### src/break_unit_pkg.sv
// Summary of operation
// - Request a break when the CPU address equals the programmed break address.
// - Software writing one to the active flag also requests a break.
// - A software requested break is taken just before the next instruction.
// - Taking a break forces the software interrupt opcode into the instruction register.
// - Break vector is FFFC/FFFD normally, FEFC/FEFD in monitor mode.
// - Opcode address match: that instruction runs only after the break routine.
// - Operand address match: no break is taken and the comparator stays armed.
// - Clearing the flag without a new address gives no further break.
// - In break state, status flags clear only when clear-enable is set; the irq status bits here clear on a write of one regardless.
// - The timer counter is halted while a break is in effect.
// - Break in monitor mode disables the watchdog when the aux bit is set.
// - Eight registers: status/control, address high, address low, status, flag control, auxiliary, irq status, irq mask.
// - A break taken in wait mode sets the stop/wait flag.
// - A latch cleared during break state stays cleared after leaving it.
package break_unit_pkg;

	// register byte offsets, one aligned word each
	localparam logic [7:0] OFS_STATUS_CONTROL = 8'h00;
	localparam logic [7:0] OFS_ADDR_HIGH      = 8'h04;
	localparam logic [7:0] OFS_ADDR_LOW       = 8'h08;
	localparam logic [7:0] OFS_STATUS_REG     = 8'h0C;
	localparam logic [7:0] OFS_FLAG_CONTROL   = 8'h10;
	localparam logic [7:0] OFS_AUXILIARY      = 8'h14;
	localparam logic [7:0] OFS_IRQ_STATUS     = 8'h18;
	localparam logic [7:0] OFS_IRQ_MASK       = 8'h1C;

	// field positions
	localparam int BIT_ACTIVE       = 6;
	localparam int BIT_STOP_WAIT    = 1;
	localparam int BIT_CLEAR_ENABLE = 7;
	localparam int BIT_DIS_WATCHDOG = 0;
	localparam int BIT_IRQ_BREAK    = 0;
	localparam int BIT_IRQ_WAIT     = 1;

	// reset values
	localparam logic [7:0] RST_ADDR_BYTE = 8'h00;
	localparam logic [1:0] RST_IRQ_BITS  = 2'h0;

	// break vectors
	localparam logic [15:0] VEC_NORMAL_HI  = 16'hFFFC;
	localparam logic [15:0] VEC_NORMAL_LO  = 16'hFFFD;
	localparam logic [15:0] VEC_MONITOR_HI = 16'hFEFC;
	localparam logic [15:0] VEC_MONITOR_LO = 16'hFEFD;

	// register select codes
	typedef enum logic [3:0] {
		SEL_STATUS_CONTROL,
		SEL_ADDR_HIGH,
		SEL_ADDR_LOW,
		SEL_STATUS_REG,
		SEL_FLAG_CONTROL,
		SEL_AUXILIARY,
		SEL_IRQ_STATUS,
		SEL_IRQ_MASK,
		SEL_NONE
	} reg_sel_e;

endpackage

### src/address_break_unit.sv
// Decided for this implementation: the register addresses and the APB slave port.
`timescale 1ns/1ps
`default_nettype none
module address_break_unit
#(
	parameter int         APB_ADDR_W = 8,
	parameter logic [7:0] SWI_OPCODE = 8'h00
)
(
	input  wire logic                  clk_sys,
	input  wire logic                  rst_n,
	input  wire logic                  psel,
	input  wire logic                  penable,
	input  wire logic                  pwrite,
	input  wire logic [APB_ADDR_W-1:0] paddr,
	input  wire logic [31:0]           pwdata,
	output logic      [31:0]           prdata,
	output logic                       pready,
	output logic                       pslverr,
	input  wire logic [15:0]           cpu_addr,
	input  wire logic                  cpu_addr_valid,
	input  wire logic                  cpu_opcode_cycle,
	input  wire logic                  cpu_wait_mode,
	input  wire logic                  monitor_mode,
	output logic                       force_swi,
	output logic      [7:0]            insn_override,
	output logic      [15:0]           vector_hi_addr,
	output logic      [15:0]           vector_lo_addr,
	output logic                       break_state,
	output logic                       flag_clear_allow,
	output logic                       timer_halt,
	output logic                       watchdog_disable,
	output logic                       irq
);
	import break_unit_pkg::*;

	// decoding shared by read and write paths
	function automatic reg_sel_e decode(input logic [APB_ADDR_W-1:0] a);
		logic [7:0] a8;
		a8 = a[7:0];
		if ((a >> 8) != '0)
			return SEL_NONE;
		unique case (a8)
			OFS_STATUS_CONTROL: return SEL_STATUS_CONTROL;
			OFS_ADDR_HIGH:      return SEL_ADDR_HIGH;
			OFS_ADDR_LOW:       return SEL_ADDR_LOW;
			OFS_STATUS_REG:     return SEL_STATUS_REG;
			OFS_FLAG_CONTROL:   return SEL_FLAG_CONTROL;
			OFS_AUXILIARY:      return SEL_AUXILIARY;
			OFS_IRQ_STATUS:     return SEL_IRQ_STATUS;
			OFS_IRQ_MASK:       return SEL_IRQ_MASK;
			default:            return SEL_NONE;
		endcase
	endfunction

	// the decoder reads a full low address byte, so narrower buses cannot work
	if (APB_ADDR_W < 8)
		$error("APB_ADDR_W below 8 cannot reach the register map");

	logic [7:0]  addr_high_q;
	logic [7:0]  addr_low_q;
	logic        active_q;
	logic        pend_q;
	logic        armed_q;
	logic        stop_wait_q;
	logic        clear_enable_q;
	logic        dis_watchdog_q;
	logic [1:0]  irq_stat_q;
	logic [1:0]  irq_mask_q;
	logic        pready_q;
	logic        pslverr_q;
	logic [31:0] prdata_q;
	logic        force_swi_q;
	logic [15:0] vector_hi_q;
	logic [15:0] vector_lo_q;
	logic        allow_q;
	logic        timer_halt_q;
	logic        watchdog_q;
	logic        irq_q;

	reg_sel_e    sel;
	logic        acc;
	logic        wr;
	logic        hit;
	logic        boundary;
	logic        take;
	logic        sw_set;
	logic        sw_clr;
	logic        clr_ok;

	// apb: one wait state, write lands on the completing edge only
	assign sel = decode(paddr);
	assign acc = psel & penable & pready_q;
	assign wr  = acc & pwrite;

	// 16-bit compare against both bytes together
	assign hit      = armed_q & cpu_addr_valid & ~active_q
	                & (cpu_addr == {addr_high_q, addr_low_q});
	assign boundary = cpu_addr_valid & cpu_opcode_cycle;
	// opcode hit replaces the fetched opcode; pending breaks wait for the next fetch
	assign take     = boundary & ~active_q & (hit | pend_q);

	assign sw_set = wr & (sel == SEL_STATUS_CONTROL) & pwdata[BIT_ACTIVE];
	assign sw_clr = wr & (sel == SEL_STATUS_CONTROL) & ~pwdata[BIT_ACTIVE];
	// status flags except the irq status bits may only be cleared outside break or with clear-enable
	assign clr_ok = ~active_q | clear_enable_q;

	// apb handshake and read data
	always_ff @(posedge clk_sys)
	begin
		if (!rst_n)
		begin
			pready_q  <= 1'b0;
			pslverr_q <= 1'b0;
			prdata_q  <= 32'h0000_0000;
		end
		else
		begin
			pready_q  <= psel & penable & ~pready_q;
			pslverr_q <= psel & penable & ~pready_q & (sel == SEL_NONE);
			if (psel & penable & ~pready_q & ~pwrite)
			begin
				prdata_q <= 32'h0000_0000;
				unique case (sel)
					SEL_STATUS_CONTROL: prdata_q[BIT_ACTIVE] <= active_q;
					SEL_ADDR_HIGH:      prdata_q[7:0] <= addr_high_q;
					SEL_ADDR_LOW:       prdata_q[7:0] <= addr_low_q;
					SEL_STATUS_REG:     prdata_q[BIT_STOP_WAIT] <= stop_wait_q;
					SEL_FLAG_CONTROL:   prdata_q[BIT_CLEAR_ENABLE] <= clear_enable_q;
					SEL_AUXILIARY:      prdata_q[BIT_DIS_WATCHDOG] <= dis_watchdog_q;
					SEL_IRQ_STATUS:     prdata_q[1:0] <= irq_stat_q;
					SEL_IRQ_MASK:       prdata_q[1:0] <= irq_mask_q;
					SEL_NONE:           prdata_q <= 32'h0000_0000;
				endcase
			end
		end
	end

	// break address bytes; a new address re-arms the comparator
	always_ff @(posedge clk_sys)
	begin
		if (!rst_n)
		begin
			addr_high_q <= RST_ADDR_BYTE;
			addr_low_q  <= RST_ADDR_BYTE;
		end
		else if (wr)
		begin
			if (sel == SEL_ADDR_HIGH)
				addr_high_q <= pwdata[7:0];
			if (sel == SEL_ADDR_LOW)
				addr_low_q <= pwdata[7:0];
		end
	end

	// disarmed by each break so a stale address cannot retrigger
	always_ff @(posedge clk_sys)
	begin
		if (!rst_n)
			armed_q <= 1'b0;                                     // avoids a break at 0000 after reset
		else if (wr & ((sel == SEL_ADDR_HIGH) | (sel == SEL_ADDR_LOW)))
			armed_q <= 1'b1;
		else if (take)
			armed_q <= 1'b0;
	end

	// software request held until the next instruction boundary
	always_ff @(posedge clk_sys)
	begin
		if (!rst_n)
			pend_q <= 1'b0;
		else if (take)
			pend_q <= 1'b0;
		else if (sw_set & ~active_q)
			pend_q <= 1'b1;
		else if (sw_clr)
			pend_q <= 1'b0;
	end

	// break state; a take in the clearing cycle wins
	always_ff @(posedge clk_sys)
	begin
		if (!rst_n)
			active_q <= 1'b0;
		else if (take)
			active_q <= 1'b1;
		else if (sw_clr)
			active_q <= 1'b0;
	end

	// stop/wait flag: set wins, software clears by writing zero
	always_ff @(posedge clk_sys)
	begin
		if (!rst_n)
			stop_wait_q <= 1'b0;
		else if (take & cpu_wait_mode)
			stop_wait_q <= 1'b1;
		else if (wr & (sel == SEL_STATUS_REG) & ~pwdata[BIT_STOP_WAIT] & clr_ok)
			stop_wait_q <= 1'b0;
	end

	// flag control and auxiliary configuration
	always_ff @(posedge clk_sys)
	begin
		if (!rst_n)
		begin
			clear_enable_q <= 1'b0;
			dis_watchdog_q <= 1'b0;
		end
		else if (wr)
		begin
			if (sel == SEL_FLAG_CONTROL)
				clear_enable_q <= pwdata[BIT_CLEAR_ENABLE];
			if (sel == SEL_AUXILIARY)
				dis_watchdog_q <= pwdata[BIT_DIS_WATCHDOG];
		end
	end

	// interrupt status, write one to clear, set wins; mask is plain storage
	always_ff @(posedge clk_sys)
	begin
		if (!rst_n)
		begin
			irq_stat_q <= RST_IRQ_BITS;
			irq_mask_q <= RST_IRQ_BITS;
		end
		else
		begin
			for (int i = 0; i < 2; i++)
			begin
				if (wr & (sel == SEL_IRQ_STATUS) & pwdata[i])
					irq_stat_q[i] <= 1'b0;
			end
			if (take)
				irq_stat_q[BIT_IRQ_BREAK] <= 1'b1;
			if (take & cpu_wait_mode)
				irq_stat_q[BIT_IRQ_WAIT] <= 1'b1;
			if (wr & (sel == SEL_IRQ_MASK))
				irq_mask_q <= pwdata[1:0];
		end
	end

	// break entry to the sequencer: opcode override and vector, one cycle
	always_ff @(posedge clk_sys)
	begin
		if (!rst_n)
		begin
			force_swi_q <= 1'b0;
			vector_hi_q <= VEC_NORMAL_HI;
			vector_lo_q <= VEC_NORMAL_LO;
		end
		else
		begin
			force_swi_q <= take;
			if (take)
			begin
				vector_hi_q <= monitor_mode ? VEC_MONITOR_HI : VEC_NORMAL_HI;
				vector_lo_q <= monitor_mode ? VEC_MONITOR_LO : VEC_NORMAL_LO;
			end
		end
	end

	// side effects of the break state, one cycle behind it
	always_ff @(posedge clk_sys)
	begin
		if (!rst_n)
		begin
			allow_q      <= 1'b1;
			timer_halt_q <= 1'b0;
			watchdog_q   <= 1'b0;
			irq_q        <= 1'b0;
		end
		else
		begin
			allow_q      <= clr_ok;
			timer_halt_q <= active_q;
			watchdog_q   <= active_q & monitor_mode & dis_watchdog_q;
			irq_q        <= |(irq_stat_q & irq_mask_q);
		end
	end

	// port mapping; five break registers plus aux and interrupt words
	assign prdata           = prdata_q;
	assign pready           = pready_q;
	assign pslverr          = pslverr_q;
	assign force_swi        = force_swi_q;
	assign insn_override    = SWI_OPCODE;
	assign vector_hi_addr   = vector_hi_q;
	assign vector_lo_addr   = vector_lo_q;
	assign break_state      = active_q;
	assign flag_clear_allow = allow_q;
	assign timer_halt       = timer_halt_q;
	assign watchdog_disable = watchdog_q;
	assign irq              = irq_q;
endmodule // address_break_unit
`default_nettype wire

### config.mk
export PLATFORM = sky130hd
export DESIGN_NAME = address_break_unit
export DESIGN_NICKNAME = d
export VERILOG_FILES = /design/src/break_unit_pkg.sv /design/src/address_break_unit.sv
export SDC_FILE = /design/constraint.sdc
export NUM_CORES = 1
export LEC_CHECK = 0
export BUFFER_PORTS_ARGS = -buffer_cell sky130_fd_sc_hd__buf_2
export CAP_MARGIN = 20
export CORE_MARGIN = 2
export CORE_UTILIZATION = 40
export DETAILED_ROUTE_END_ITERATION = 8
export HOLD_SLACK_MARGIN = 0.15
export PLACE_DENSITY = 0.85
export SYNTH_ARGS = -nofsm -noshare
export SYNTH_HDL_FRONTEND = slang
export SYNTH_SLANG_ARGS = --single-unit
### constraint.sdc
create_clock -name clk_sys -period 1.7 [get_ports clk_sys]
set_input_delay 0.34 -clock clk_sys [delete_from_list [all_inputs] [get_ports clk_sys]]
set_output_delay 0.34 -clock clk_sys [all_outputs]
set_load 0.05 [all_outputs]
Word level (Yosys, flattened, before mapping). Memory sizes are Yosys's and may differ from the RTL's. Cells that the tools add are included.

Register bits after elaboration: 73. Logic and storage cells: 101. Memories kept: 1. Input port bits: 65. ROM bits: 128. Output and inout port bits: 80.

Memory list: (no name shown) (words 32, bits a word 4, rd ports 1, clocked after Yosys merged registers in 0, wr ports 0, RTL line address_break_unit.sv:43) `unique case (a8)`.

Bitwise gates (word level): 37. Reductions and logical operators: 14. Multiplexer cells: 19. Equal/unequal tests: 9.

Operator list (number): $and 1x1->1 (27); $mux 9 (2); $eq 16x16->1 (1); $eq 4x3->1 const B (4); $reduce_bool 2->1 (6); $mux 1 (11); $pmux 1 s5 (2); $eq 4x2->1 const B (2); $pmux 4 s2 (1); $reduce_and 2->1 (4); $not 1->1 (6); $pmux 1 s3 (2); $eq 4x1->1 const B (1); $eq 4x4->1 const B (1); $logic_not 4->1 (1); $mux 4 (1); $reduce_or 2->1 (2); $logic_not 3->1 (1); $or 1x1->1 (3); $and 2x2->2 (1).

Depth between registers and ports, before layout.
Depth in word-level cells: 8. Mapped depth: 7. Depth with buffers taken out: 5.

Worst setup path before layout. No wires, ideal clock.

Path kind: input -> register. Start point: input port paddr[5]. End point: register addr_high_q[2]. Path slack: -169 ps. Arrival: 1741 ps. Required time: 1572 ps. Stages: 6. Setup time: 128 ps. Cells stage by stage: or4_4 -> buf_6 -> nor4_4 -> nand2_4 -> mux2i_1 -> nor2_1.

Longest elaborated chain between the ends: 4.

RTL lines: start, declared (RTL line address_break_unit.sv:15) `input wire logic [APB_ADDR_W-1:0] paddr,`; $logic_not 3->1 (RTL line address_break_unit.sv:43); $mux 4 (RTL line address_break_unit.sv:43); $eq 4x1->1 (RTL line address_break_unit.sv:149) `if (sel == SEL_ADDR_HIGH)`; $reduce_and 2->1 (no line); end signal, assigned (RTL line address_break_unit.sv:150) `addr_high_q <= pwdata[7:0];`; end, declared (RTL line address_break_unit.sv:60) `logic [7:0] addr_high_q;`.

Every way passes these cells. A chain may end at the register's enable or synchronous reset.

Worst setup path after layout.
Start point: input port paddr[5]. End point: register irq_mask_q[1].

Longest elaborated chain between the ends: 4.

RTL lines: $logic_not 3->1 (RTL line address_break_unit.sv:43); $mux 4 (RTL line address_break_unit.sv:43); $eq 4x3->1 (RTL line address_break_unit.sv:238) `if (wr & (sel == SEL_IRQ_MASK))`; $and 1x1->1 (RTL line address_break_unit.sv:238); end signal, assigned (RTL line address_break_unit.sv:239) `irq_mask_q <= pwdata[1:0];`; end, declared (RTL line address_break_unit.sv:69) `logic [1:0] irq_mask_q;`.

Every way passes these cells.

==> results by group <==
Clocking
  – Clk slew on worst S/H paths: 0.08 ns
  – Hold buffers post-CTS: 0
  – Clock latency on the worst-skew pair: 0.30 ns
  – Num CTS Buffers: 5
  – CTS Buffer Depth: 2
  – Clock sink count: 42
  – H-Tree Depth: 2
  – CTS tree: done
  – Root Driver: clkbuf_8
  – Setup Buffers After CTS: 0

Synthesis
  – Seq/Total Area, Yosys: 0.3444
  – Synth Flop Type: dfxtp_1
  – Cells after Synth: 286
  – Mean post-synth cell area: 8.535 um^2
  – Synthesized flop and latch total: 42
  – Ys async rst share: 0
  – Count of cell types in the netlist: 42
  – Yosys warns: 0
  – Post-Synthesis Cell Area: 2441 um^2
  – Post-synth EDFFs: 0

Routing
  – Wire length per cell: 12.62 um
  – Drt pass-1 iters: 4
  – DR vias/cell: 4.781
  – DRT antenna net count: 0
  – Detailed-route DRC error count: 0
  – Via count: 2051
  – Drt first-iter violations: 182
  – DRT Wirelength: 5415 um

Timing
  – RSZ-0062 raised after global routing: no
  – Final hold violations: 0
  – Maximum operating frequency: 599.2 MHz
  – Tmin final: 1.669 ns
  – Worst setup margin: 0.03111 ns
  – Tcrit/Tclk final: 0.9817
  – Worst Skew: 0.003774 ns
  – Endpoints failing setup: 0
  – Slew @ Worst Pin: 0.4900 ns
  – Fin. max-slew vios: 0
  – Relative slew slack: 0.6649

Placement
  – Post-DP Area: 2649 um^2
  – Dpl ws: -0.2819 ns
  – GP Congestion: 0.8614
  – Port bufs: 58
  – Detail Placement HPWL: 4300 um

Pwr
  – Max rail drop VDD: 0.3301 mV
  – P_sw: 777.1 uW
  – Sequential Power Share: 0.458
  – Logic gate share of total power: 0.229
  – Power density over the cells: 789.5 nW/um^2
  – Clk pwr share: 0.312
  – Switch share: 0.3584
  – Power Internal: 1391 uW
  – Lkg Pwr: 0.001261 uW

Setup path
  – Crit path launch: paddr[5]
  – Max FO, Critical Path: 4
  – Crit end category: flip-flop
  – Path depth of the worst reg2reg path: 5
  – Worst R2R End: irq_mask_q[1]$_SDFFE_PN0P_
  – RR Startpoint: pready$_SDFF_PN0_
  – CP endpoint: irq_mask_q[1]$_SDFFE_PN0P_
  – CP required: 1.87 ns
  – Crit path kind: in -> reg
  – Startpoint Class: input port
  – Worst EP arrival: 1.84 ns
  – Reg2Reg Setup Slack: 0.15 ns

GRT
  – Vias in the first global route: 1847
  – Largest net degree at the start of global routing: 20
  – First-pass GRT wire length: 8362 um
  – Tot GR Track Use: 0.1653
  – Total gr overflow: 0
  – GR Util met1: 0.1858
  – Met2 GRT Util: 0.2902
  – Initial antenna violation count: 0
  – GRT met3 Usage: 0.04239
  – Peak-usage layer in the global routing report: met2

Die
  – Starting density of the core: 0.4123
  – Vert. Die Dim: 82.12 um
  – Die area: 6744 um^2
  – Die Width: 82.12 um
  – Row count: 28
  – Ports: 145
  – Core Region: 5921 um^2

Finish
  – Layout cells sized above 1: 0.2627
  – Design area: 2746 um^2
  – Reg area: 840.8 um^2
  – Final #Nets: 418
  – # fillers: 601
  – Footprint of the multi-input gates: 1280 um^2
  – Area growth from synthesis to layout: 12.51%
  – Antenna cells: 0

Worst hold path
  – Hold Path Class: in -> reg
  – Hold-critical path depth: 3

Outcome
  – Outcome: finished, final reports clean

Job
  – Max-cap viol count: 0
[worst min path at each step]
stage	startpoint	to	slack, ns
final	pwdata[5]	addr_high_q[5]$_SDFFE_PN0P_	0.29
after CTS	pwdata[5]	addr_high_q[5]$_SDFFE_PN0P_	0.28
after global placement	irq_stat_q[0]$_SDFFE_PN0P_	irq_stat_q[0]$_SDFFE_PN0P_	0.46
after detailed placement	irq_stat_q[0]$_SDFFE_PN0P_	irq_stat_q[0]$_SDFFE_PN0P_	0.48
after global routing	pwdata[3]	addr_high_q[3]$_SDFFE_PN0P_	0.29
after floorplan	irq_stat_q[0]$_SDFFE_PN0P_	irq_stat_q[0]$_SDFFE_PN0P_	0.45
[cell usage in the layout, fill, tap and decap left out, types with 6 or more instances in the layout]
cell type / n
nand2_1: 25
conb_1: 62
a21oi_1: 17
xnor2_1: 15
dfxtp_1: 42
buf_2: 58
nor2_1: 21
a22oi_1: 12
nand3_1: 8
buf_4: 17
clkbuf_8: 6
mux2i_1: 11
nand4_1: 7
[cells in the mapped netlist (4+ instances only)]
library cell	instances	share of area
inv_1	5	0.0077
nand4_1	7	0.018
nand2_1	25	0.038
nor3_1	5	0.010
a21oi_1	17	0.035
nor2_1	21	0.032
nand3_1	8	0.016
xnor2_1	15	0.054
buf_4	64	0.20
dfxtp_1	42	0.34
mux2i_1	11	0.045
clkbuf_1	10	0.015
a22oi_1	12	0.037
a22o_1	4	0.014
o21ai_0	4	0.0082
[flip-flops by register name (all words and copies together) (netlist names), 2 cells and up]
name,cells
addr_high_q,8
addr_low_q,8
prdata,8
irq_mask_q,2
irq_stat_q,2
[logic make-up (layout without fill, tap and decap cells)]
| logic type | Yosys count | count (layout) | share of synthesized area |
|---|---|---|---|
| AO/OA/AOI/OAI | 44 | 44 | 0.1179 |
| multiplexers | 14 | 14 | 0.05894 |
| other | 2 | 62 | 0.003076 |
| AND/OR/NAND/NOR | 88 | 88 | 0.1938 |
| XOR/XNOR | 16 | 16 | 0.05741 |
| flip-flops | 42 | 42 | 0.3444 |
| buffers and inverters | 80 | 88 | 0.2245 |
[worst max-delay path, stage by stage]
cell and delay, ns:
buf_2 0.10, or4_4 0.57, nor3_4 0.26, and4_4 0.27, mux2i_1 0.23, nor2_1 0.07
[through the flow]
step	setup TNS (ns)	instances	util	power (uW)	hold slack, ns
CTS	0	429	0.4639	2179	0.2782
floorplan	-2.561	346	-	1538	0.4469
detailed placement	-4.641	421	0.4474	1511	0.4793
global placement	-3.679	421	0.4474	1506	0.4584
global route	0	429	0.4639	2241	0.2921
finish	0	429	0.4639	2168	0.2903
[power by group through the flow]
stage	clock, uW	sequential [uW]	combinational, uW
global placement	0	1020	489
detailed placement	0	1020	493
CTS	690	994	495
floorplan	0	1040	499
global route	718	996	528
finish	677	994	497
[area by class of cell]
class | instances | share of cell area
flip-flops and latches | 42 | 0.3062
clock inverters | 2 | 0.004556
clock buffers | 6 | 0.03007
well taps | 75 | 0.03417
repair buffers | 75 | 0.1522
multi-input cells | 224 | 0.4661
inverters | 5 | 0.006834
[timing repair]
action | 4_1_cts | 5_1_grt
pin swaps | 0 | 2
gates resized for setup | 1 | 0
endpoints found under the setup margin | 1 | 3
endpoints found under the hold margin | 0 | 0
[layer usage]
metal | up-vias | part of all wire | wire length [um]
li1 | 990 | - | -
met3 | 13 | 0.089 | 482
met2 | 100 | 0.51 | 2784
met5 | - | 0 | 0
met1 | 948 | 0.37 | 1994
met4 | 0 | 0.028 | 153
(Power assumes the default switching activity.)
